$ cat config.mk
export PLATFORM = sky130hd
export DESIGN_NAME = ucb_uart_ctrl
export DESIGN_NICKNAME = d
export VERILOG_FILES = /design/src/hdl/ucb_pkg.sv /design/src/hdl/ucb_uart_ctrl.sv
export SDC_FILE = /design/constraint.sdc
export NUM_CORES = 1
export LEC_CHECK = 0
export ABC_AREA = 1
export BUFFER_PORTS_ARGS = -buffer_cell sky130_fd_sc_hd__buf_2
export CORE_ASPECT_RATIO = 0.5
export CORE_UTILIZATION = 58
export CTS_CLUSTER_DIAMETER = 200
export CTS_CLUSTER_SIZE = 16
export DETAILED_ROUTE_END_ITERATION = 8
export PLACE_DENSITY = 0.81
export SLEW_MARGIN = 20
export SYNTH_ARGS = -nofsm -noshare
export SYNTH_HDL_FRONTEND = slang
export SYNTH_SLANG_ARGS = --single-unit
$ cat constraint.sdc
create_clock -name clk -period 1.83 [get_ports clk]
set_input_delay 0.366 -clock clk [delete_from_list [all_inputs] [get_ports clk]]
set_output_delay 0.366 -clock clk [all_outputs]
set_load 0.02 [all_outputs]
$ cat src/hdl/ucb_pkg.sv
package ucb_pkg;

  // ==========================================================
  // bus carrier
  typedef struct packed {
    logic        psel;
    logic        penable;
    logic        pwrite;
    logic [31:0] paddr;
    logic [31:0] pwdata;
  } ucb_apb_req_t;

  // ==========================================================
  // register offsets
  localparam logic [31:0] OFF_STATUS  = 32'h0000_0000;
  localparam logic [31:0] OFF_FORMAT  = 32'h0000_0004;
  localparam logic [31:0] OFF_ENABLE  = 32'h0000_0008;
  localparam logic [31:0] OFF_DIVISOR = 32'h0000_000C;
  localparam logic [31:0] OFF_DATA    = 32'h0000_0010;

  // ==========================================================
  // reset values
  localparam logic [7:0] FORMAT_RST  = 8'h00;
  localparam logic [7:0] ENABLE_RST  = 8'h00;
  localparam logic [7:0] DIVISOR_RST = 8'h00;

  // ==========================================================
  // format_control_reg fields
  localparam int FMT_GLOBAL_ON  = 7;
  localparam int FMT_NINTH_SEL  = 6;
  localparam int FMT_PARITY_ON  = 5;
  localparam int FMT_PARITY_ODD = 4;
  localparam int FMT_TWO_STOP   = 3;
  localparam int FMT_SEND_BREAK = 2;
  localparam int FMT_RX_NINE    = 1;
  localparam int FMT_TX_NINE    = 0;

  // ==========================================================
  // enable_irq_control_reg fields
  localparam int CTL_TX_ON      = 7;
  localparam int CTL_RX_ON      = 6;
  localparam int CTL_BAUD_FAST  = 5;
  localparam int CTL_ADDR_DET   = 4;
  localparam int CTL_WAKEUP_ON  = 3;
  localparam int CTL_RX_IRQ     = 2;
  localparam int CTL_TXIDLE_IRQ = 1;
  localparam int CTL_TXEMPT_IRQ = 0;

  // ==========================================================
  // status fields
  localparam int STAT_PARITY_ERR = 7;
  localparam int STAT_NOISE      = 6;
  localparam int STAT_FRAMING    = 5;
  localparam int STAT_OVERRUN    = 4;
  localparam int STAT_RX_IDLE    = 3;
  localparam int STAT_RX_AVAIL   = 2;
  localparam int STAT_TX_IDLE    = 1;
  localparam int STAT_TX_EMPTY   = 0;

  // ==========================================================
  // timing counts
  localparam logic [1:0] SLOW_PRE_LAST = 2'h3;  // 64 = 4 x 16
  localparam logic [3:0] OVS_LAST      = 4'hF;  // 16 ticks a bit
  localparam logic [3:0] SAMPLE_A      = 4'h7;
  localparam logic [3:0] SAMPLE_B      = 4'h8;
  localparam logic [3:0] SAMPLE_C      = 4'h9;
  localparam logic [3:0] BREAK_LAST    = 4'hC;  // 13 bit periods
  localparam logic [3:0] BASE_FRAME    = 4'hA;  // start, 8 data, stop

  typedef enum logic [1:0] {TX_IDLE, TX_SEND, TX_BREAK} ucb_tx_state_t;
  typedef enum logic {RX_IDLE, RX_BITS} ucb_rx_state_t;

endpackage

$ cat src/hdl/ucb_uart_ctrl.sv
`timescale 1ns/1ps

// Notes on behaviour
// - global off releases pins; on follows enables
// - disable empties buffer, resets baud counter
// - disable clears tx/rx enables and errors, sets idle flags
// - disable aborts transfers, clears send break; other config kept
// - ninth_bit_sel picks 8 or 9 bits
// - parity bit only while parity_on
// - parity_odd selects odd, else even
// - two_stop_sel gives two transmit stop bits
// - break low at least 13 bits
// - ninth bits in rx_bit_nine, tx_bit_nine
// - tx_on low aborts and releases transmitter
// - rx_on low aborts and releases receiver
// - baud is clock/64 or /16 times N+1
// - free-running 8-bit divisor timer
// - address word with bit set is kept
// - address detect discards words bit clear
// - rx falling edge wakes stopped clock
// - rx_irq_on gates receive request
// - tx_idle_irq_on gates idle request
// - tx_empty_irq_on gates empty request
// - NRZ, start bit, LSB first
// - receiver checks one stop bit
module ucb_uart_ctrl (
  input  logic                clk,       // system clock
  input  logic                rst_n,     // async reset
  input  ucb_pkg::ucb_apb_req_t apbReq,  // apb request
  output logic [31:0]         prdata,    // apb read data
  output logic                pready,    // apb ready
  output logic                pslverr,   // apb error
  input  logic                rxPin,     // serial input
  input  logic                fhStopped, // clock gated off
  output logic                txOut,     // serial output
  output logic                txPinOwn,  // uart owns tx pin
  output logic                rxPinOwn,  // uart owns rx pin
  output logic                irqReq,    // interrupt request
  output logic                wakeReq    // wake-up request
);
  import ucb_pkg::*;

  // ==========================================================
  // declarations
  logic [7:0]    fmt_reg;
  logic [7:0]    ctl_reg;
  logic [7:0]    divisor_reg;
  logic [31:0]   prdata_reg;
  logic          pready_reg;
  logic          pslverr_reg;
  logic          rxMeta_reg;
  logic          rxSync_reg;
  logic          rxPrev_reg;
  logic          stopMeta_reg;
  logic          stopSync_reg;
  logic [1:0]    preCnt_reg;
  logic [7:0]    baudCnt_reg;
  logic          ovsTick_reg;
  ucb_tx_state_t txState_reg;
  logic [3:0]    txPhase_reg;
  logic [12:0]   txShift_reg;
  logic [3:0]    txLeft_reg;
  logic [3:0]    brkCnt_reg;
  logic [8:0]    txBuf_reg;
  logic          txBufFull_reg;
  logic          txLine_reg;
  logic          txOwn_reg;
  ucb_rx_state_t rxState_reg;
  logic [3:0]    rxPhase_reg;
  logic [3:0]    rxIdx_reg;
  logic [10:0]   rxBits_reg;
  logic          sampA_reg;
  logic          sampB_reg;
  logic          rxNoiseAcc_reg;
  logic          rxDone_reg;
  logic          rxDoneFerr_reg;
  logic          rxOwn_reg;
  logic [8:0]    rxData_reg;
  logic          rxAvail_reg;
  logic          overrun_reg;
  logic          framingErr_reg;
  logic          parityErr_reg;
  logic          noise_reg;
  logic          txIdle_reg;
  logic          txEmpty_reg;
  logic          rxIdle_reg;
  logic          irq_reg;
  logic          wake_reg;
  logic          globalOn, ninthSel, parityOn, parityOdd;
  logic          twoStop, sendBreak, txActive, rxActive;
  logic          setupPh, accessPh, wrEn, mapped;
  logic          dataWr, dataRd, bitTick, rxFall, vote;
  logic [12:0]   txFrame;
  logic [3:0]    txLen;
  logic [3:0]    rxLen;
  logic [8:0]    rxWord;
  logic          rxParErr, rxDiscard, rxParBit, rxAddrBit;
  logic [7:0]    statusVal;

  assign globalOn  = fmt_reg[FMT_GLOBAL_ON];
  assign ninthSel  = fmt_reg[FMT_NINTH_SEL];
  assign parityOn  = fmt_reg[FMT_PARITY_ON];
  assign parityOdd = fmt_reg[FMT_PARITY_ODD];
  assign twoStop   = fmt_reg[FMT_TWO_STOP];
  assign sendBreak = fmt_reg[FMT_SEND_BREAK];
  assign txActive  = globalOn & ctl_reg[CTL_TX_ON];
  assign rxActive  = globalOn & ctl_reg[CTL_RX_ON];

  // ==========================================================
  // apb slave
  assign setupPh  = apbReq.psel & ~apbReq.penable;
  assign accessPh = apbReq.psel & apbReq.penable;
  assign wrEn     = accessPh & apbReq.pwrite & pready_reg;
  assign dataWr   = wrEn & (apbReq.paddr == OFF_DATA);
  assign dataRd   = accessPh & ~apbReq.pwrite & (apbReq.paddr == OFF_DATA);
  assign mapped   = (apbReq.paddr == OFF_STATUS) | (apbReq.paddr == OFF_FORMAT) |
                    (apbReq.paddr == OFF_ENABLE) | (apbReq.paddr == OFF_DIVISOR) |
                    (apbReq.paddr == OFF_DATA);

  assign statusVal = {parityErr_reg, noise_reg, framingErr_reg, overrun_reg,
                      rxIdle_reg, rxAvail_reg, txIdle_reg, txEmpty_reg};

  always_ff @(posedge clk or negedge rst_n) begin
    if (!rst_n) begin
      prdata_reg  <= 32'h0000_0000;
      pready_reg  <= 1'b0;
      pslverr_reg <= 1'b0;
    end else begin
      pready_reg <= 1'b1;
      if (setupPh) begin
        pslverr_reg <= ~mapped;
        unique case (apbReq.paddr)
          OFF_STATUS:  prdata_reg <= {24'h00_0000, statusVal};
          // tx_bit_nine is write-only, reads zero
          OFF_FORMAT:  prdata_reg <= {24'h00_0000, fmt_reg[7:2], rxData_reg[8], 1'b0};
          OFF_ENABLE:  prdata_reg <= {24'h00_0000, ctl_reg};
          OFF_DIVISOR: prdata_reg <= {24'h00_0000, divisor_reg};
          OFF_DATA:    prdata_reg <= {24'h00_0000, rxData_reg[7:0]};
          default:     prdata_reg <= 32'h0000_0000;
        endcase
      end else if (!accessPh) begin
        pslverr_reg <= 1'b0;
      end
    end
  end

  // ==========================================================
  // control registers
  always_ff @(posedge clk or negedge rst_n) begin
    if (!rst_n) begin
      fmt_reg     <= FORMAT_RST;
      ctl_reg     <= ENABLE_RST;
      divisor_reg <= DIVISOR_RST;
    end else begin
      if (!globalOn) begin
        ctl_reg[CTL_TX_ON]      <= 1'b0;
        ctl_reg[CTL_RX_ON]      <= 1'b0;
        fmt_reg[FMT_SEND_BREAK] <= 1'b0;
      end
      if (wrEn && apbReq.paddr == OFF_FORMAT) begin
        fmt_reg[7:2]         <= apbReq.pwdata[7:2];
        fmt_reg[FMT_TX_NINE] <= apbReq.pwdata[FMT_TX_NINE];
      end
      if (wrEn && apbReq.paddr == OFF_ENABLE) begin
        ctl_reg <= apbReq.pwdata[7:0];
      end
      if (wrEn && apbReq.paddr == OFF_DIVISOR) begin
        divisor_reg <= apbReq.pwdata[7:0];
      end
    end
  end

  // ==========================================================
  // input synchronisers
  always_ff @(posedge clk or negedge rst_n) begin
    if (!rst_n) begin
      rxMeta_reg   <= 1'b1;
      rxSync_reg   <= 1'b1;
      rxPrev_reg   <= 1'b1;
      stopMeta_reg <= 1'b0;
      stopSync_reg <= 1'b0;
    end else begin
      rxMeta_reg   <= rxPin;
      rxSync_reg   <= rxMeta_reg;
      rxPrev_reg   <= rxSync_reg;
      stopMeta_reg <= fhStopped;
      stopSync_reg <= stopMeta_reg;
    end
  end

  assign rxFall = rxPrev_reg & ~rxSync_reg;

  // ==========================================================
  // baud generator: prescale 4 or 1, then N+1, then 16 per bit
  always_ff @(posedge clk or negedge rst_n) begin
    if (!rst_n) begin
      preCnt_reg  <= 2'h0;
      baudCnt_reg <= 8'h00;
      ovsTick_reg <= 1'b0;
    end else if (!globalOn) begin
      preCnt_reg  <= 2'h0;
      baudCnt_reg <= 8'h00;
      ovsTick_reg <= 1'b0;
    end else begin
      ovsTick_reg <= 1'b0;
      if (ctl_reg[CTL_BAUD_FAST] || preCnt_reg == SLOW_PRE_LAST) begin
        preCnt_reg <= 2'h0;
        if (baudCnt_reg == 8'h00) begin
          baudCnt_reg <= divisor_reg;
          ovsTick_reg <= 1'b1;
        end else begin
          baudCnt_reg <= baudCnt_reg - 8'h01;
        end
      end else begin
        preCnt_reg <= preCnt_reg + 2'h1;
      end
    end
  end

  assign bitTick = ovsTick_reg & (txPhase_reg == OVS_LAST);

  // ==========================================================
  // transmit frame assembly
  always_comb begin
    txFrame    = 13'h1FFF;
    txFrame[0] = 1'b0;
    txFrame[8:1] = txBuf_reg[7:0];
    if (ninthSel) begin
      txFrame[9] = txBuf_reg[8];
      if (parityOn) begin
        txFrame[10] = ^txBuf_reg ^ parityOdd;
      end
    end else if (parityOn) begin
      txFrame[9] = ^txBuf_reg[7:0] ^ parityOdd;
    end
    txLen = BASE_FRAME + {3'h0, ninthSel} + {3'h0, parityOn} + {3'h0, twoStop};
  end

  // ==========================================================
  // transmitter
  always_ff @(posedge clk or negedge rst_n) begin
    if (!rst_n) begin
      txState_reg   <= TX_IDLE;
      txPhase_reg   <= 4'h0;
      txShift_reg   <= 13'h1FFF;
      txLeft_reg    <= 4'h0;
      brkCnt_reg    <= 4'h0;
      txBuf_reg     <= 9'h000;
      txBufFull_reg <= 1'b0;
      txLine_reg    <= 1'b1;
    end else if (!txActive) begin
      txState_reg   <= TX_IDLE;
      txPhase_reg   <= 4'h0;
      txLeft_reg    <= 4'h0;
      brkCnt_reg    <= 4'h0;
      txBufFull_reg <= 1'b0;
      txLine_reg    <= 1'b1;
    end else begin
      if (ovsTick_reg) begin
        txPhase_reg <= txPhase_reg + 4'h1;
      end
      if (dataWr) begin
        txBuf_reg     <= {fmt_reg[FMT_TX_NINE], apbReq.pwdata[7:0]};
        txBufFull_reg <= 1'b1;
      end
      if (bitTick) begin
        unique case (txState_reg)
          TX_IDLE, TX_SEND: begin
            if (txState_reg == TX_SEND && txLeft_reg != 4'h0) begin
              txLine_reg  <= txShift_reg[0];
              txShift_reg <= {1'b1, txShift_reg[12:1]};
              txLeft_reg  <= txLeft_reg - 4'h1;
            end else if (txBufFull_reg && !dataWr) begin
              txState_reg   <= TX_SEND;
              txLine_reg    <= txFrame[0];
              txShift_reg   <= {1'b1, txFrame[12:1]};
              txLeft_reg    <= txLen - 4'h1;
              txBufFull_reg <= 1'b0;
            end else if (sendBreak) begin
              txState_reg <= TX_BREAK;
              txLine_reg  <= 1'b0;
              brkCnt_reg  <= 4'h0;
            end else begin
              txState_reg <= TX_IDLE;
              txLine_reg  <= 1'b1;
            end
          end
          TX_BREAK: begin
            if (brkCnt_reg != BREAK_LAST) begin
              brkCnt_reg <= brkCnt_reg + 4'h1;
            end else if (!sendBreak) begin
              txState_reg <= TX_IDLE;
              txLine_reg  <= 1'b1;
            end
          end
        endcase
      end
    end
  end

  // ==========================================================
  // receive word decode
  always_comb begin
    rxLen     = 4'h9 + {3'h0, ninthSel} + {3'h0, parityOn};
    rxWord    = ninthSel ? rxBits_reg[8:0] : {1'b0, rxBits_reg[7:0]};
    rxParBit  = ninthSel ? rxBits_reg[9] : rxBits_reg[8];
    rxParErr  = parityOn & (rxParBit != (^rxWord ^ parityOdd));
    rxAddrBit = ninthSel ? rxBits_reg[8] : rxBits_reg[7];
    rxDiscard = ctl_reg[CTL_ADDR_DET] & ~rxAddrBit;
  end

  assign vote = (sampA_reg & sampB_reg) | (sampA_reg & rxSync_reg) |
                (sampB_reg & rxSync_reg);

  // ==========================================================
  // receiver
  always_ff @(posedge clk or negedge rst_n) begin
    if (!rst_n) begin
      rxState_reg    <= RX_IDLE;
      rxPhase_reg    <= 4'h0;
      rxIdx_reg      <= 4'h0;
      rxBits_reg     <= 11'h000;
      sampA_reg      <= 1'b1;
      sampB_reg      <= 1'b1;
      rxNoiseAcc_reg <= 1'b0;
      rxDone_reg     <= 1'b0;
      rxDoneFerr_reg <= 1'b0;
    end else if (!rxActive) begin
      rxState_reg <= RX_IDLE;
      rxDone_reg  <= 1'b0;
    end else begin
      rxDone_reg <= 1'b0;
      unique case (rxState_reg)
        RX_IDLE: begin
          if (rxFall) begin
            rxState_reg    <= RX_BITS;
            rxPhase_reg    <= 4'h0;
            rxIdx_reg      <= 4'h0;
            rxNoiseAcc_reg <= 1'b0;
          end
        end
        RX_BITS: begin
          if (ovsTick_reg) begin
            rxPhase_reg <= rxPhase_reg + 4'h1;
            if (rxPhase_reg == OVS_LAST) begin
              rxIdx_reg <= rxIdx_reg + 4'h1;
            end
            if (rxPhase_reg == SAMPLE_A) begin
              sampA_reg <= rxSync_reg;
            end
            if (rxPhase_reg == SAMPLE_B) begin
              sampB_reg <= rxSync_reg;
            end
            if (rxPhase_reg == SAMPLE_C) begin
              if (sampA_reg != sampB_reg || sampB_reg != rxSync_reg) begin
                rxNoiseAcc_reg <= 1'b1;
              end
              if (rxIdx_reg == 4'h0 && vote) begin
                rxState_reg <= RX_IDLE;
              end else if (rxIdx_reg == rxLen) begin
                rxState_reg    <= RX_IDLE;
                rxDone_reg     <= 1'b1;
                rxDoneFerr_reg <= ~vote;
              end else if (rxIdx_reg != 4'h0) begin
                rxBits_reg[rxIdx_reg - 4'h1] <= vote;
              end
            end
          end
        end
      endcase
    end
  end

  // ==========================================================
  // receive holding register and flags
  always_ff @(posedge clk or negedge rst_n) begin
    if (!rst_n) begin
      rxData_reg     <= 9'h000;
      rxAvail_reg    <= 1'b0;
      overrun_reg    <= 1'b0;
      framingErr_reg <= 1'b0;
      parityErr_reg  <= 1'b0;
      noise_reg      <= 1'b0;
    end else if (!rxActive) begin
      rxAvail_reg    <= 1'b0;
      overrun_reg    <= 1'b0;
      framingErr_reg <= 1'b0;
      parityErr_reg  <= 1'b0;
      noise_reg      <= 1'b0;
    end else begin
      if (dataRd) begin
        rxAvail_reg    <= 1'b0;
        overrun_reg    <= 1'b0;
        framingErr_reg <= 1'b0;
        parityErr_reg  <= 1'b0;
        noise_reg      <= 1'b0;
      end
      // new word wins over a clearing read
      if (rxDone_reg && !rxDiscard) begin
        if (rxAvail_reg && !dataRd) begin
          overrun_reg <= 1'b1;
        end else begin
          rxData_reg     <= rxWord;
          rxAvail_reg    <= 1'b1;
          framingErr_reg <= rxDoneFerr_reg;
          parityErr_reg  <= rxParErr;
          noise_reg      <= rxNoiseAcc_reg;
        end
      end
    end
  end

  // ==========================================================
  // status, pins, requests
  always_ff @(posedge clk or negedge rst_n) begin
    if (!rst_n) begin
      txIdle_reg  <= 1'b1;
      txEmpty_reg <= 1'b1;
      rxIdle_reg  <= 1'b1;
      txOwn_reg   <= 1'b0;
      rxOwn_reg   <= 1'b0;
      irq_reg     <= 1'b0;
      wake_reg    <= 1'b0;
    end else begin
      txEmpty_reg <= ~txBufFull_reg | ~txActive;
      txIdle_reg  <= ~txActive | (~txBufFull_reg & (txState_reg == TX_IDLE) & ~sendBreak);
      rxIdle_reg  <= ~rxActive | (rxState_reg == RX_IDLE);
      txOwn_reg   <= txActive;
      rxOwn_reg   <= rxActive;
      if (!stopSync_reg || !globalOn || !ctl_reg[CTL_WAKEUP_ON]) begin
        wake_reg <= 1'b0;
      end else if (rxFall) begin
        wake_reg <= 1'b1;
      end
      irq_reg <= (ctl_reg[CTL_RX_IRQ] & (rxAvail_reg | overrun_reg)) |
                 (ctl_reg[CTL_TXIDLE_IRQ] & txIdle_reg) |
                 (ctl_reg[CTL_TXEMPT_IRQ] & txEmpty_reg) |
                 wake_reg;
    end
  end

  assign prdata   = prdata_reg;
  assign pready   = pready_reg;
  assign pslverr  = pslverr_reg;
  assign txOut    = txLine_reg;
  assign txPinOwn = txOwn_reg;
  assign rxPinOwn = rxOwn_reg;
  assign irqReq   = irq_reg;
  assign wakeReq  = wake_reg;

endmodule

Word level (Yosys, flattened, before mapping)
Cells that the tools add are included.

word-level totals
  flip-flop bits (word level) = 157
  memories kept = 0
  bits in read-only memories = 0
  latch bits = 0
  output and inout bits = 39
  bits in writable memories = 0

cells by class
  eq/ne operators = 36
  divide/modulo/power cells = 0
  multipliers = 0
  bitwise gates (word level) = 51
  magnitude comparators = 2
  muxes and demuxes = 109
  shift-type cells = 0
  $add $sub $neg = 14
  reductions and logical operators = 45

operator list
  kind                                                                     count
  4-bit two-way mux                                                        17
  1-bit two-way mux                                                        65
  32-bit by 4-bit == test with 1-bit output, second input constant         2
  8-bit case mux with 5 select lines                                       1
  32-bit by 3-bit == test with 1-bit output, second input constant         1
  32-bit by 5-bit == test with 1-bit output, second input constant         1
  32-bit zero test                                                         1
  8-bit two-way mux                                                        4
  13-bit two-way mux                                                       2
  4-bit case mux with 2 select lines                                       3
  1-bit bitwise AND                                                        21
  2-bit two-way mux                                                        10
  4-bit AND reduction                                                      5
  3-bit inequality test, second input constant                             6
  9-bit XOR reduction                                                      2
  4-bit by 1-bit adder with 4-bit output, second input constant            4
  4-bit == test, second input constant                                     4
  2-bit by 1-bit inequality test with 1-bit output, second input constant  8
  1-bit inverter                                                           14
  1-bit bitwise OR                                                         13
  4-bit by 1-bit adder with 4-bit output                                   3
  3-bit AND reduction                                                      4
  4-bit by 1-bit subtractor with 4-bit output, second input constant       3
  11-bit bitwise mux                                                       1
  32 further kinds                                                         62

Longest topological paths before layout
Gate-level depths: netlist of the first run.

  depth after elaboration = 11
  depth in mapped cells = 14

Least setup slack after synthesis of the first run
OpenSTA, ideal clock, no wires.

  path kind = flip-flop to flip-flop
  from = register fmt_reg[6]
  to = register rxBits_reg[8]
  arrival time = 1503 ps
  data required time = 1703 ps
  clock period less this slack = 1630 ps
  setup time = 127 ps
  stages on the path, launching flop included = 11
  buffers on the path = 1
  path slack = 200 ps
  cell sequence = dfrtp_1 buf_2 inv_1 ha_1 xor2_1 nand3_1 nand3_2 nor2_1 nand2_1 nand2_1 o21ai_0

on the way
  word-level cells in the longest chain between the ends = 5

ends and longest elaborated chain
  item                                                  RTL line              text
  start: declaration                                    ucb_uart_ctrl.sv:45   logic [7:0] fmt_reg;
  start signal: assignment                              ucb_uart_ctrl.sv:161  fmt_reg[7:2] <= apbReq.pwdata[7:2];
  start signal: indexed assignment                      ucb_uart_ctrl.sv:162  fmt_reg[FMT_TX_NINE] <= apbReq.pwdata[FMT_TX_NINE];
  4-bit by 1-bit adder with 4-bit output (2 in series)  ucb_uart_ctrl.sv:304  rxLen = 4'h9 + {3'h0, ninthSel} + {3'h0, parityOn};
  4-bit == test                                         ucb_uart_ctrl.sv:360  end else if (rxIdx_reg == rxLen) begin
  1-bit inverter (no line)                              -
  7-bit AND reduction (no line)                         -
  end signal: indexed assignment                        ucb_uart_ctrl.sv:365  rxBits_reg[rxIdx_reg - 4'h1] <= vote;
  end: declaration                                      ucb_uart_ctrl.sv:71   logic [10:0] rxBits_reg;

No other way between the ends.
A chain may end at the register's enable or synchronous reset.

Worst setup path after layout of the first run
  from = register rxIdx_reg[0]
  to = register rxBits_reg[4]

on the way
  word-level cells in the longest chain between the ends = 6

ends and longest elaborated chain
  item                                                                                                                                   RTL line              text
  start: declaration                                                                                                                     ucb_uart_ctrl.sv:70   logic [3:0] rxIdx_reg;
  start signal: assignment                                                                                                               ucb_uart_ctrl.sv:346  rxIdx_reg <= rxIdx_reg + 4'h1;
  4-bit by 1-bit subtractor with 4-bit output                                                                                            ucb_uart_ctrl.sv:365
  4-bit by 5-bit < comparator with 1-bit output (implied by the code) or 4-bit by 1-bit >= comparator with 1-bit output (tied branches)  ucb_uart_ctrl.sv:365
  1-bit logical AND (implied by the code)                                                                                                ucb_uart_ctrl.sv:365
  1-bit two-way mux (implied by the code)                                                                                                ucb_uart_ctrl.sv:365
  1-bit demux with 4-bit select                                                                                                          ucb_uart_ctrl.sv:365
  11-bit bitwise mux                                                                                                                     ucb_uart_ctrl.sv:365

Several ways; a longest one is shown, not always the timed one.

==> results of run 1 <==
[path summary, 6_finish.rpt]
check	from	end	depth (start not counted)
worst max-delay path	rxIdx_reg[0]	rxBits_reg[4]	8
worst min register to register	rxMeta_reg	rxSync_reg	0
worst min-delay path	fhStopped	stopMeta_reg	1
worst max register to register	rxIdx_reg[0]	rxBits_reg[4]	8
min in group asynchronous	rst_n	rxData_reg[0]	2
max in group asynchronous	rst_n	baudCnt_reg[3]	3
[cell type report]
cell class / count / area, sq um
clock buffer: 19 / 443
timing repair buffer: 102 / 656
sequential: 129 / 3260
fill: 895 / 3380
clock inverter: 13 / 185
tap: 165 / 206
multi-input combinational: 660 / 3470
inverter: 110 / 419
[timing repair]
action / in CTS / in global routing
resized for setup: 2 / 22
setup buffers: 0 / 1
hold buffers: 1 / 0
endpoints found under the hold margin: 25 / 0
setup endpoints to repair: 7 / 31
pin swaps: 0 / 1
[routing by layer]
metal | GRT usage | wire length, um | vias up
met5 | 0.0455 | 77 | -
met3 | 0.0700 | 1360 | 35
met2 | 0.512 | 8880 | 254
met4 | 0.0867 | 233 | 2
li1 | - | - | 3123
met1 | 0.369 | 7600 | 3130
[power by group]
part	internal (W)	total, W	switching (W)
logic	0.0000969	0.000326	0.000229
clock network	0.00232	0.00364	0.00132
registers	0.00288	0.00290	0.0000159
total	0.00530	0.00686	0.00157
[synthesized netlist by cell type (5+ instances only)]
| cell type | n | area, sq um |
|---|---|---|
| sky130_fd_sc_hd__nand2_1 | 220 | 826 |
| sky130_fd_sc_hd__dfrtp_1 | 110 | 2750 |
| sky130_fd_sc_hd__inv_1 | 106 | 398 |
| sky130_fd_sc_hd__nor2_1 | 97 | 364 |
| sky130_fd_sc_hd__o21ai_0 | 73 | 365 |
| sky130_fd_sc_hd__nand3_1 | 70 | 350 |
| sky130_fd_sc_hd__a21oi_1 | 31 | 155 |
| sky130_fd_sc_hd__buf_4 | 27 | 203 |
| sky130_fd_sc_hd__ha_1 | 23 | 288 |
| sky130_fd_sc_hd__nor3_1 | 21 | 105 |
| sky130_fd_sc_hd__dfstp_2 | 19 | 499 |
| sky130_fd_sc_hd__o21ai_2 | 18 | 158 |
| sky130_fd_sc_hd__xor2_1 | 12 | 105 |
| sky130_fd_sc_hd__nand4_1 | 11 | 68.8 |
| sky130_fd_sc_hd__nand3_2 | 7 | 70.1 |
| sky130_fd_sc_hd__buf_2 | 6 | 30.0 |
| sky130_fd_sc_hd__mux2i_1 | 6 | 60.1 |
| sky130_fd_sc_hd__nand2_2 | 6 | 37.5 |
| sky130_fd_sc_hd__xnor2_1 | 6 | 52.6 |
| sky130_fd_sc_hd__nor2_2 | 5 | 31.3 |
[cells by family after synthesis]
logic type / count (synthesis) / share of synthesized area
buffers and inverters: 152 / 0.0993
DFF: 129 / 0.447
AOI/OAI and AO/OA: 137 / 0.108
adders and majority gates: 23 / 0.0396
muxes: 6 / 0.00826
xor gates and xnor gates: 18 / 0.0217
other: 2 / 0.00103
and+or+nand+nor: 451 / 0.275
[metrics by stage]
stage,TNS [ns],area [sq um],hold WS [ns]
after floorplan,0,7360,0.0704
after global placement,-0.102,7900,0.323
after detailed placement,-0.373,7900,0.326
after CTS,-0.0665,8540,0.0482
after global routing,-0.747,8630,0.0421
final,0,8630,0.0467
[placed cells by master, fill, tap and decap left out, types with 3 or more instances in the layout]
master	count
sky130_fd_sc_hd__a21oi_1	31
sky130_fd_sc_hd__buf_12	3
sky130_fd_sc_hd__buf_2	60
sky130_fd_sc_hd__buf_4	38
sky130_fd_sc_hd__bufinv_16	4
sky130_fd_sc_hd__clkbuf_16	17
sky130_fd_sc_hd__clkinv_2	3
sky130_fd_sc_hd__clkinv_4	3
sky130_fd_sc_hd__clkinvlp_4	3
sky130_fd_sc_hd__conb_1	25
sky130_fd_sc_hd__dfrtp_1	107
sky130_fd_sc_hd__dfrtp_2	3
sky130_fd_sc_hd__dfstp_2	19
sky130_fd_sc_hd__ha_1	23
sky130_fd_sc_hd__inv_1	104
sky130_fd_sc_hd__inv_2	4
sky130_fd_sc_hd__mux2i_1	6
sky130_fd_sc_hd__nand2_1	220
sky130_fd_sc_hd__nand2_2	6
sky130_fd_sc_hd__nand3_1	68
sky130_fd_sc_hd__nand3_2	7
sky130_fd_sc_hd__nand3_4	3
sky130_fd_sc_hd__nand4_1	11
sky130_fd_sc_hd__nor2_1	92
sky130_fd_sc_hd__nor2_2	10
sky130_fd_sc_hd__nor2_4	4
sky130_fd_sc_hd__nor3_1	14
sky130_fd_sc_hd__nor3_2	7
sky130_fd_sc_hd__o21ai_0	73
sky130_fd_sc_hd__o21ai_1	4
sky130_fd_sc_hd__o21ai_2	18
sky130_fd_sc_hd__o32ai_1	3
sky130_fd_sc_hd__xnor2_1	5
sky130_fd_sc_hd__xor2_1	12
[critical path, cell delays in order, from the launching register on]
cell,delay [ns]
sky130_fd_sc_hd__dfrtp_2,0.44
sky130_fd_sc_hd__inv_1,0.08
sky130_fd_sc_hd__ha_1,0.27
sky130_fd_sc_hd__xnor2_2,0.17
sky130_fd_sc_hd__inv_1,0.10
sky130_fd_sc_hd__nand3_1,0.20
sky130_fd_sc_hd__nor3_1,0.29
sky130_fd_sc_hd__nand2_1,0.08
sky130_fd_sc_hd__o21ai_0,0.07
==> qor.json, run 1 <==
{
  "seq_area_frac_synth": 0.447,
  "timing_hold_violations_final": 0,
  "area_delta_synth_final_pct": 18.7,
  "globalRouteOverflowTotal": 0,
  "ys_async_sr_fraction": 1.00,
  "power.ir.vdd_worst_v": 0.000555,
  "report.power.total_w": 0.00686,
  "grt_pass1_wl_mm": 29.7,
  "cts.path.max_buffers": 2,
  "h_tree_levels": 4,
  "synth-seq-cells": 129,
  "detailedPlacementHpwl_mm": 13.0,
  "worstSetupStartpointType": "register",
  "worstPathRequired_ns": 2.18,
  "power_density_nw_per_um2": 795,
  "diodes": 0,
  "num_vias": 6544,
  "groute.usage.overall": 0.295,
  "clock_sink_count": 129,
  "drt_pass1_iterations": 8,
  "tritoncts": "yes",
  "setup.worst_path.end_class": "register",
  "synth_flop_cell": "sky130_fd_sc_hd__dfrtp_1",
  "drtAntennaViolNets": 0,
  "numPlacedInstances": 1164,
  "antenna_found_initial": 0,
  "rd_place_congestion": 0.895,
  "synthesis.area_sq_um": 7270,
  "viasPerCell": 5.46,
  "instances_no_fill": 1198,
  "fin_crit_share": 0.969,
  "buffer_ports.inserted": 61,
  "syn_inst": 918,
  "critPathArrivalTime_ns": 2.12,
  "synthDistinctLibCells": 45,
  "synth.avg_cell_area_sq_um": 7.92,
  "layout.nets": 1114,
  "grt_setup_unrepaired": "true",
  "floorplan.initialDensity": 0.605,
  "critPathMaxFanout": 6,
  "final_slew_violations": 0,
  "floorplan.core_area_sq_um": 12000,
  "maximum_number_of_pins_on_one_net_before_global_route_repair": 44,
  "cts.clk_slew.worst_paths_ns": 0.06,
  "clockRootBuffer": "sky130_fd_sc_hd__clkbuf_16",
  "die_y_um": 81.2,
  "ioPinCount": 110,
  "place_worst_setup_slack_ns": -0.0776,
  "post-route-min-period_ns": 1.77,
  "cts_inserted_buffers": 17,
  "cap_violations": 0,
  "share_of_cells_above_drive_strength_1": 0.215,
  "criticalPathCategory": "register to register",
  "die_footprint_sq_um": 13000,
  "clock.fmax_mhz": 564,
  "postLayoutCoreUtil": 0.719,
  "worstHoldPathType": "input pin to register",
  "postLayoutSetupSlackWorst_ns": 0.0574,
  "first_global_vias": 6246,
  "setup_viol_count_final": 0,
  "reg2reg_setup_slack_ns": 0.06,
  "die_w_um": 160,
  "drt-initial-drc-count": 506,
  "routed_wl_mm": 18.1,
  "status": "finished, final reports clean",
  "finClkSkew_ns": 0.00956,
  "synth_edf_count": 0,
  "power_leakage_nw": 4.24,
  "std_cell_rows": 28,
  "yosysWarnings": 0,
  "drt-wirelength-per-cell_um": 15.1,
  "route.detailed.drc": 0,
  "worst_skew_pair.late_latency_ns": 0.43
}
Note: power is estimated with default switching activity, not from simulation.
==> inputs of run 2 (changes only) <==
--- a/config.mk
+++ b/config.mk
@@ -6,13 +6,13 @@
 export NUM_CORES = 1
 export LEC_CHECK = 0
 export ABC_AREA = 1
-export BUFFER_PORTS_ARGS = -buffer_cell sky130_fd_sc_hd__buf_2
+export BUFFER_PORTS_ARGS = -buffer_cell sky130_fd_sc_hd__buf_4
 export CORE_ASPECT_RATIO = 0.5
-export CORE_UTILIZATION = 58
+export CORE_UTILIZATION = 40
 export CTS_CLUSTER_DIAMETER = 200
 export CTS_CLUSTER_SIZE = 16
 export DETAILED_ROUTE_END_ITERATION = 8
-export PLACE_DENSITY = 0.81
+export PLACE_DENSITY = 0.66
 export SLEW_MARGIN = 20
 export SYNTH_ARGS = -nofsm -noshare
 export SYNTH_HDL_FRONTEND = slang
==> qor.json, run 2 (same netlist as run 1, synthesis figures left out) <==
{
  "status": "finished, violations left",
  "failed_checks": "design-rule violations",
  "drt-wirelength-per-cell_um": 13.6,
  "cap_violations": 0,
  "tritoncts": "yes",
  "first_global_vias": 5894,
  "clockRootBuffer": "sky130_fd_sc_hd__clkbuf_16",
  "floorplan.initialDensity": 0.414,
  "timing_hold_violations_final": 0,
  "fin_worst_hold_slack_ns": 0.0458,
  "finClkSkew_ns": 0.0138,
  "ioPinCount": 110,
  "power_density_nw_per_um2": 755,
  "final_slew_violations": 0,
  "tightestPinTransition_ns": 0.540,
  "cts.path.max_buffers": 2,
  "drt-initial-drc-count": 503,
  "critPathArrivalTime_ns": 2.04,
  "cts.clk_slew.worst_paths_ns": 0.07,
  "power_leakage_nw": 4.29,
  "maximum_number_of_pins_on_one_net_before_global_route_repair": 33,
  "groute.usage.overall": 0.195,
  "layout.cells.most_common_list": "220 x sky130_fd_sc_hd__nand2_1, 105 x sky130_fd_sc_hd__inv_1, 105 x sky130_fd_sc_hd__dfrtp_1",
  "criticalPathCategory": "register to register",
  "drt_pass1_iterations": 9,
  "h_tree_levels": 4,
  "post-route-min-period_ns": 1.71,
  "diodes": 0,
  "post_cts.repair.setup_buffers": 0,
  "most_common_cell_after_layout_fill_and_taps_aside": "sky130_fd_sc_hd__nand2_1",
  "die_y_um": 97.3,
  "worst_skew_pair.late_latency_ns": 0.43,
  "std_cell_rows": 34,
  "worstSetupStartpointType": "register",
  "setup_viol_count_final": 0,
  "fin_crit_share": 0.935,
  "viasPerCell": 4.94,
  "area_delta_synth_final_pct": 22.0,
  "drtAntennaViolNets": 0,
  "buffer_ports.inserted": 61,
  "antenna_found_initial": 0,
  "route.detailed.drc": 8,
  "place_worst_setup_slack_ns": -0.0349,
  "grt_pass1_wl_mm": 28.9,
  "clock_sink_count": 129,
  "critPathMaxFanout": 18,
  "worstHoldPathType": "input pin to register",
  "globalRouteOverflowTotal": 0,
  "share_of_cells_above_drive_strength_1": 0.214,
  "clock.fmax_mhz": 584,
  "die_w_um": 193,
  "fin_setup_tns_ns": 0,
  "max_slew_margin": 0.640,
  "floorplan.core_area_sq_um": 17600,
  "setup.worst_path.end_class": "register",
  "num_vias": 6282,
  "worstPathRequired_ns": 2.16,
  "detailedPlacementHpwl_mm": 13.1,
  "die_footprint_sq_um": 18800,
  "cts_inserted_buffers": 17,
  "postLayoutSetupSlackWorst_ns": 0.118,
  "rd_place_congestion": 0.902,
  "power.ir.vdd_worst_v": 0.000540,
  "routed_wl_mm": 17.3,
  "layout.nets": 1118
}
-- run 2: cell types whose count changed in the layout (fill, tap and decap cells not counted), moves of 3 or more --
cell,change
sky130_fd_sc_hd__buf_2,-60
sky130_fd_sc_hd__nor2_1,+3
sky130_fd_sc_hd__nor2_2,-3
sky130_fd_sc_hd__buf_4,+62
-- run 2: through the flow --
step           total power [W]  area (sq um)  cells   util
4_1_cts                0.00674          8810   1271  0.502
5_1_grt                0.00693          8870   1271  0.505
6_report               0.00670          8870   1271  0.505
2_1_floorplan          0.00313          7360    941      -
3_3_place_gp           0.00332          8200   1238  0.466
3_5_place_dp           0.00333          8200   1238  0.466
-- run 2: where the power goes --
part	total [W]	switching (W)	internal [W]	leakage (nW)
Clock	0.00342	0.00136	0.00206	0.289
Sequential	0.00290	0.0000163	0.00288	1.70
Combinational	0.000372	0.000231	0.000141	2.30
Total	0.00670	0.00161	0.00509	4.29
-- run 2: worst paths after layout --
path                                 from        endpoint  slack (ns)  depth (start not counted)
setup / recovery           txPhase_reg[1]  txShift_reg[0]        0.12                          8
hold / removal                      rxPin      rxMeta_reg        0.05                          1
setup reg to reg           txPhase_reg[1]  txShift_reg[0]        0.12                          8
hold reg to reg                rxMeta_reg      rxSync_reg        0.35                          0
max in group asynchronous           rst_n  txShift_reg[8]        0.75                          3
min in group asynchronous           rst_n   rxBits_reg[4]        0.46                          2
-- run 2: timing repair --
action | CTS | global route
endpoints found under the hold margin | 21 | 0
hold buffers | 1 | 0
setup endpoints to repair | 2 | 21
pin swaps | 0 | 2
resized for setup | 2 | 18
gates cloned | 0 | 0
-- run 2: cell type report --
| cell class | count | area (sq um) |
|---|---|---|
| clock buffer | 18 | 439 |
| clock inverter | 14 | 158 |
| fill | 1603 | 8700 |
| inverter | 110 | 415 |
| multi-input combinational | 660 | 3440 |
| sequential | 129 | 3260 |
| tap | 234 | 293 |
| timing repair buffer | 106 | 861 |
-- run 2: layer usage --
metal	track usage	vias to the layer above	part of all wire
met5	0	-	0
met4	0.0503	0	0.011
met3	0.0484	21	0.046
met2	0.305	141	0.46
met1	0.268	2994	0.48
li1	-	3126	-
-- run 2: worst max-delay path, cell delays in order, from the launching register on --
cell                      delay [ns]
sky130_fd_sc_hd__dfrtp_1        0.37
sky130_fd_sc_hd__ha_1           0.18
sky130_fd_sc_hd__nand3_1        0.12
sky130_fd_sc_hd__nor2_2         0.16
sky130_fd_sc_hd__inv_1          0.10
sky130_fd_sc_hd__nor2_1         0.17
sky130_fd_sc_hd__nand3_2        0.15
sky130_fd_sc_hd__buf_12         0.18
sky130_fd_sc_hd__o21ai_0        0.19
==> inputs of run 3 (changes only) <==
--- a/config.mk
+++ b/config.mk
@@ -5,14 +5,13 @@
 export SDC_FILE = /design/constraint.sdc
 export NUM_CORES = 1
 export LEC_CHECK = 0
-export ABC_AREA = 1
 export BUFFER_PORTS_ARGS = -buffer_cell sky130_fd_sc_hd__buf_4
 export CORE_ASPECT_RATIO = 0.5
 export CORE_UTILIZATION = 40
 export CTS_CLUSTER_DIAMETER = 200
 export CTS_CLUSTER_SIZE = 16
 export DETAILED_ROUTE_END_ITERATION = 8
-export PLACE_DENSITY = 0.66
+export PLACE_DENSITY = 0.67
 export SLEW_MARGIN = 20
 export SYNTH_ARGS = -nofsm -noshare
 export SYNTH_HDL_FRONTEND = slang
==> qor.json, run 3 <==
{
  "floorplan.core_area_sq_um": 16700,
  "failed_checks": "negative setup slack",
  "layout.cells.most_common_list": "160 x sky130_fd_sc_hd__buf_4, 109 x sky130_fd_sc_hd__dfrtp_1, 49 x sky130_fd_sc_hd__nand2_1",
  "worstHoldPathType": "input pin to register",
  "fin_setup_tns_ns": -0.532,
  "drtAntennaViolNets": 0,
  "grtUsageMet3": 0.0309,
  "worstPathRequired_ns": 2.12,
  "route.detailed.drc": 0,
  "antenna_found_initial": 0,
  "die_y_um": 95.2,
  "fraction_of_synthesized_cell_area_taken_by_the_top_area_cell_type": 0.396,
  "die_w_um": 188,
  "drt-wirelength-per-cell_um": 17.3,
  "num_vias": 5745,
  "globalRouteOverflowTotal": 0,
  "area_delta_synth_final_pct": 37.4,
  "ioPinCount": 110,
  "fin_worst_hold_slack_ns": 0.0550,
  "postLayoutSetupSlackWorst_ns": -0.0469,
  "tritoncts": "yes",
  "netlist.top_cell.by_area": "sky130_fd_sc_hd__dfrtp_1",
  "critPathMaxFanout": 6,
  "synth_top_cells_by_count": "110 x sky130_fd_sc_hd__dfrtp_1, 50 x sky130_fd_sc_hd__nand2_1, 49 x sky130_fd_sc_hd__nor2_1, 42 x sky130_fd_sc_hd__mux2_2, 33 x sky130_fd_sc_hd__o21ai_0",
  "synth.avg_cell_area_sq_um": 10.6,
  "power_density_nw_per_um2": 686,
  "layout.nets": 920,
  "clock_sink_count": 129,
  "maximum_number_of_pins_on_one_net_before_global_route_repair": 44,
  "worst_skew_pair.late_latency_ns": 0.42,
  "synth-seq-cells": 129,
  "final_slew_violations": 0,
  "internal-power_w": 0.00498,
  "max_slew_margin": 0.649,
  "first_global_vias": 5585,
  "rd_place_congestion": 0.916,
  "floorplan.initialDensity": 0.417,
  "routed_wl_mm": 18.5,
  "timing_hold_violations_final": 0,
  "status": "finished, violations left",
  "power.share.switching": 0.240,
  "viasPerCell": 5.39,
  "drt-initial-drc-count": 552,
  "setup_viol_count_final": 28,
  "groute.usage.overall": 0.205,
  "synthDistinctLibCells": 68,
  "synth.most_common_cell": "sky130_fd_sc_hd__dfrtp_1",
  "synth_flop_cell": "sky130_fd_sc_hd__dfrtp_1",
  "crit_buf_inv": 2,
  "drt_pass1_iterations": 5,
  "die_footprint_sq_um": 18000,
  "setup.worst_path.end_class": "register",
  "share_seq_of_total_power": 0.443,
  "std_cell_rows": 33,
  "critPathArrivalTime_ns": 2.17,
  "groute.layer.met2.usage": 0.348,
  "fin_crit_share": 1.03,
  "ys_async_sr_fraction": 1.00,
  "grt_setup_unrepaired": "true",
  "power_leakage_nw": 4.28,
  "post-route-min-period_ns": 1.88,
  "synthTopCellsByArea": "sky130_fd_sc_hd__dfrtp_1 40%, sky130_fd_sc_hd__dfstp_2 7.2%, sky130_fd_sc_hd__mux2_2 6.8%, sky130_fd_sc_hd__ha_1 4.1%, sky130_fd_sc_hd__nand2_1 2.7%",
  "clock_power_share": 0.495,
  "synth_edf_count": 0,
  "cts.clk_slew.worst_paths_ns": 0.06,
  "power.ir.vdd_worst_v": 0.000780,
  "synthesis.area_sq_um": 6960,
  "clock.fmax_mhz": 533,
  "h_tree_levels": 4,
  "syn_inst": 658,
  "finClkSkew_ns": 0.0102,
  "grtUsageMet1": 0.269,
  "fill_cells": 1338,
  "diodes": 0,
  "cts_inserted_buffers": 17,
  "buffer_ports.inserted": 61,
  "busiest_layer": "met2",
  "seq_area_frac_synth": 0.468,
  "detailedPlacementHpwl_mm": 12.6,
  "cap_violations": 0,
  "report.power.total_w": 0.00656,
  "worstSetupStartpointType": "register",
  "cp_cell_sequence": "or4_4 > nor4b_4 > buf_4 > buf_12 > nor4_4 > a21oi_2 > o21ai_1",
  "cts.path.max_buffers": 2,
  "yosysWarnings": 0,
  "tightestPinTransition_ns": 0.525,
  "comb_power_share": 0.062,
  "p_switching_w": 0.00157,
  "clockRootBuffer": "sky130_fd_sc_hd__clkbuf_16",
  "criticalPathCategory": "register to register",
  "grt_pass1_wl_mm": 28.4,
  "cp_slowest_cell": "sky130_fd_sc_hd__or4_4",
  "most_common_cell_after_layout_fill_and_taps_aside": "sky130_fd_sc_hd__buf_4",
  "share_of_cells_above_drive_strength_1": 0.420,
  "family_of_cells_with_the_greatest_summed_delay_on_the_critical_path": "simple AND/OR/NAND/NOR gates",
  "critical_path.max_stage_delay_ns": 0.56
}
==> run 3: final timing paths <==
check,start,to,slack [ns],depth (start not counted)
setup / recovery,baudCnt_reg[3],baudCnt_reg[4],-0.05,7
hold / removal,rxPin,rxMeta_reg,0.05,1
setup reg to reg,baudCnt_reg[3],baudCnt_reg[4],-0.05,7
hold reg to reg,stopMeta_reg,stopSync_reg,0.35,0
max in group asynchronous,rst_n,txShift_reg[6],0.69,3
min in group asynchronous,rst_n,rxPhase_reg[3],0.42,2
==> run 3: per-stage QoR <==
step                setup slack (ns)  area, sq um  cells  utilization
finish                       -0.0469         9560   1066        0.573
global route                  -0.155         9560   1066        0.573
CTS                          -0.0402         9160   1059        0.549
detailed placement            -0.362         8360   1017        0.501
global placement              -0.315         8360   1017        0.501
floorplan                     -0.133         7130    681            -
==> run 3: final cells by class <==
cell class	instances	area, sq um	share of cell area
Tap cell	227	284	0.0297
Inverter	23	86.3	0.00903
Timing Repair Buffer	176	1470	0.153
Clock buffer	19	453	0.0474
Clock inverter	13	114	0.0119
Multi-Input combinational cell	479	3900	0.408
Sequential cell	129	3250	0.340
==> run 3: cell families after synthesis <==
| group | share of synthesized area |
|---|---|
| simple gates | 0.171 |
| compound gates | 0.124 |
| flops | 0.468 |
| buf+inv | 0.0545 |
| mux | 0.102 |
| xor+xnor | 0.0380 |
| fa+ha+maj | 0.0414 |
| other cells | 0.00108 |
==> run 3: per-layer routing <==
layer	up-vias	routed length (um)	part of all wire
met3	26	775	0.042
met5	-	0	0
met2	160	9090	0.49
met1	2877	8270	0.45
li1	2682	-	-
met4	0	312	0.017
==> run 3: timing repair <==
| action | in CTS | in global routing |
|---|---|---|
| hold buffers | 1 | 0 |
| endpoints found under the setup margin | 36 | 69 |
| pin swaps | 9 | 28 |
| endpoints found under the hold margin | 18 | 0 |
| buffers inserted | 8 | 7 |
| cloned | 2 | 2 |
| resized for setup | 28 | 62 |
==> run 3: worst register-to-register path, cell delays in order, from the launching register on <==
cell and delay [ns]:
sky130_fd_sc_hd__dfrtp_1 0.37, sky130_fd_sc_hd__or4_4 0.56, sky130_fd_sc_hd__nor4b_4 0.24, sky130_fd_sc_hd__buf_4 0.20, sky130_fd_sc_hd__buf_12 0.14, sky130_fd_sc_hd__nor4_4 0.05, sky130_fd_sc_hd__a21oi_2 0.11, sky130_fd_sc_hd__o21ai_1 0.09
==> run 3: power groups by stage <==
| stage | registers, W | clock network [W] | logic, W |
|---|---|---|---|
| after floorplan | 0.00298 | 0 | 0.000154 |
| after global routing | 0.00290 | 0.00341 | 0.000442 |
| after CTS | 0.00290 | 0.00328 | 0.000401 |
| after detailed placement | 0.00295 | 0 | 0.000394 |
| after global placement | 0.00295 | 0 | 0.000389 |
| final | 0.00290 | 0.00324 | 0.000407 |
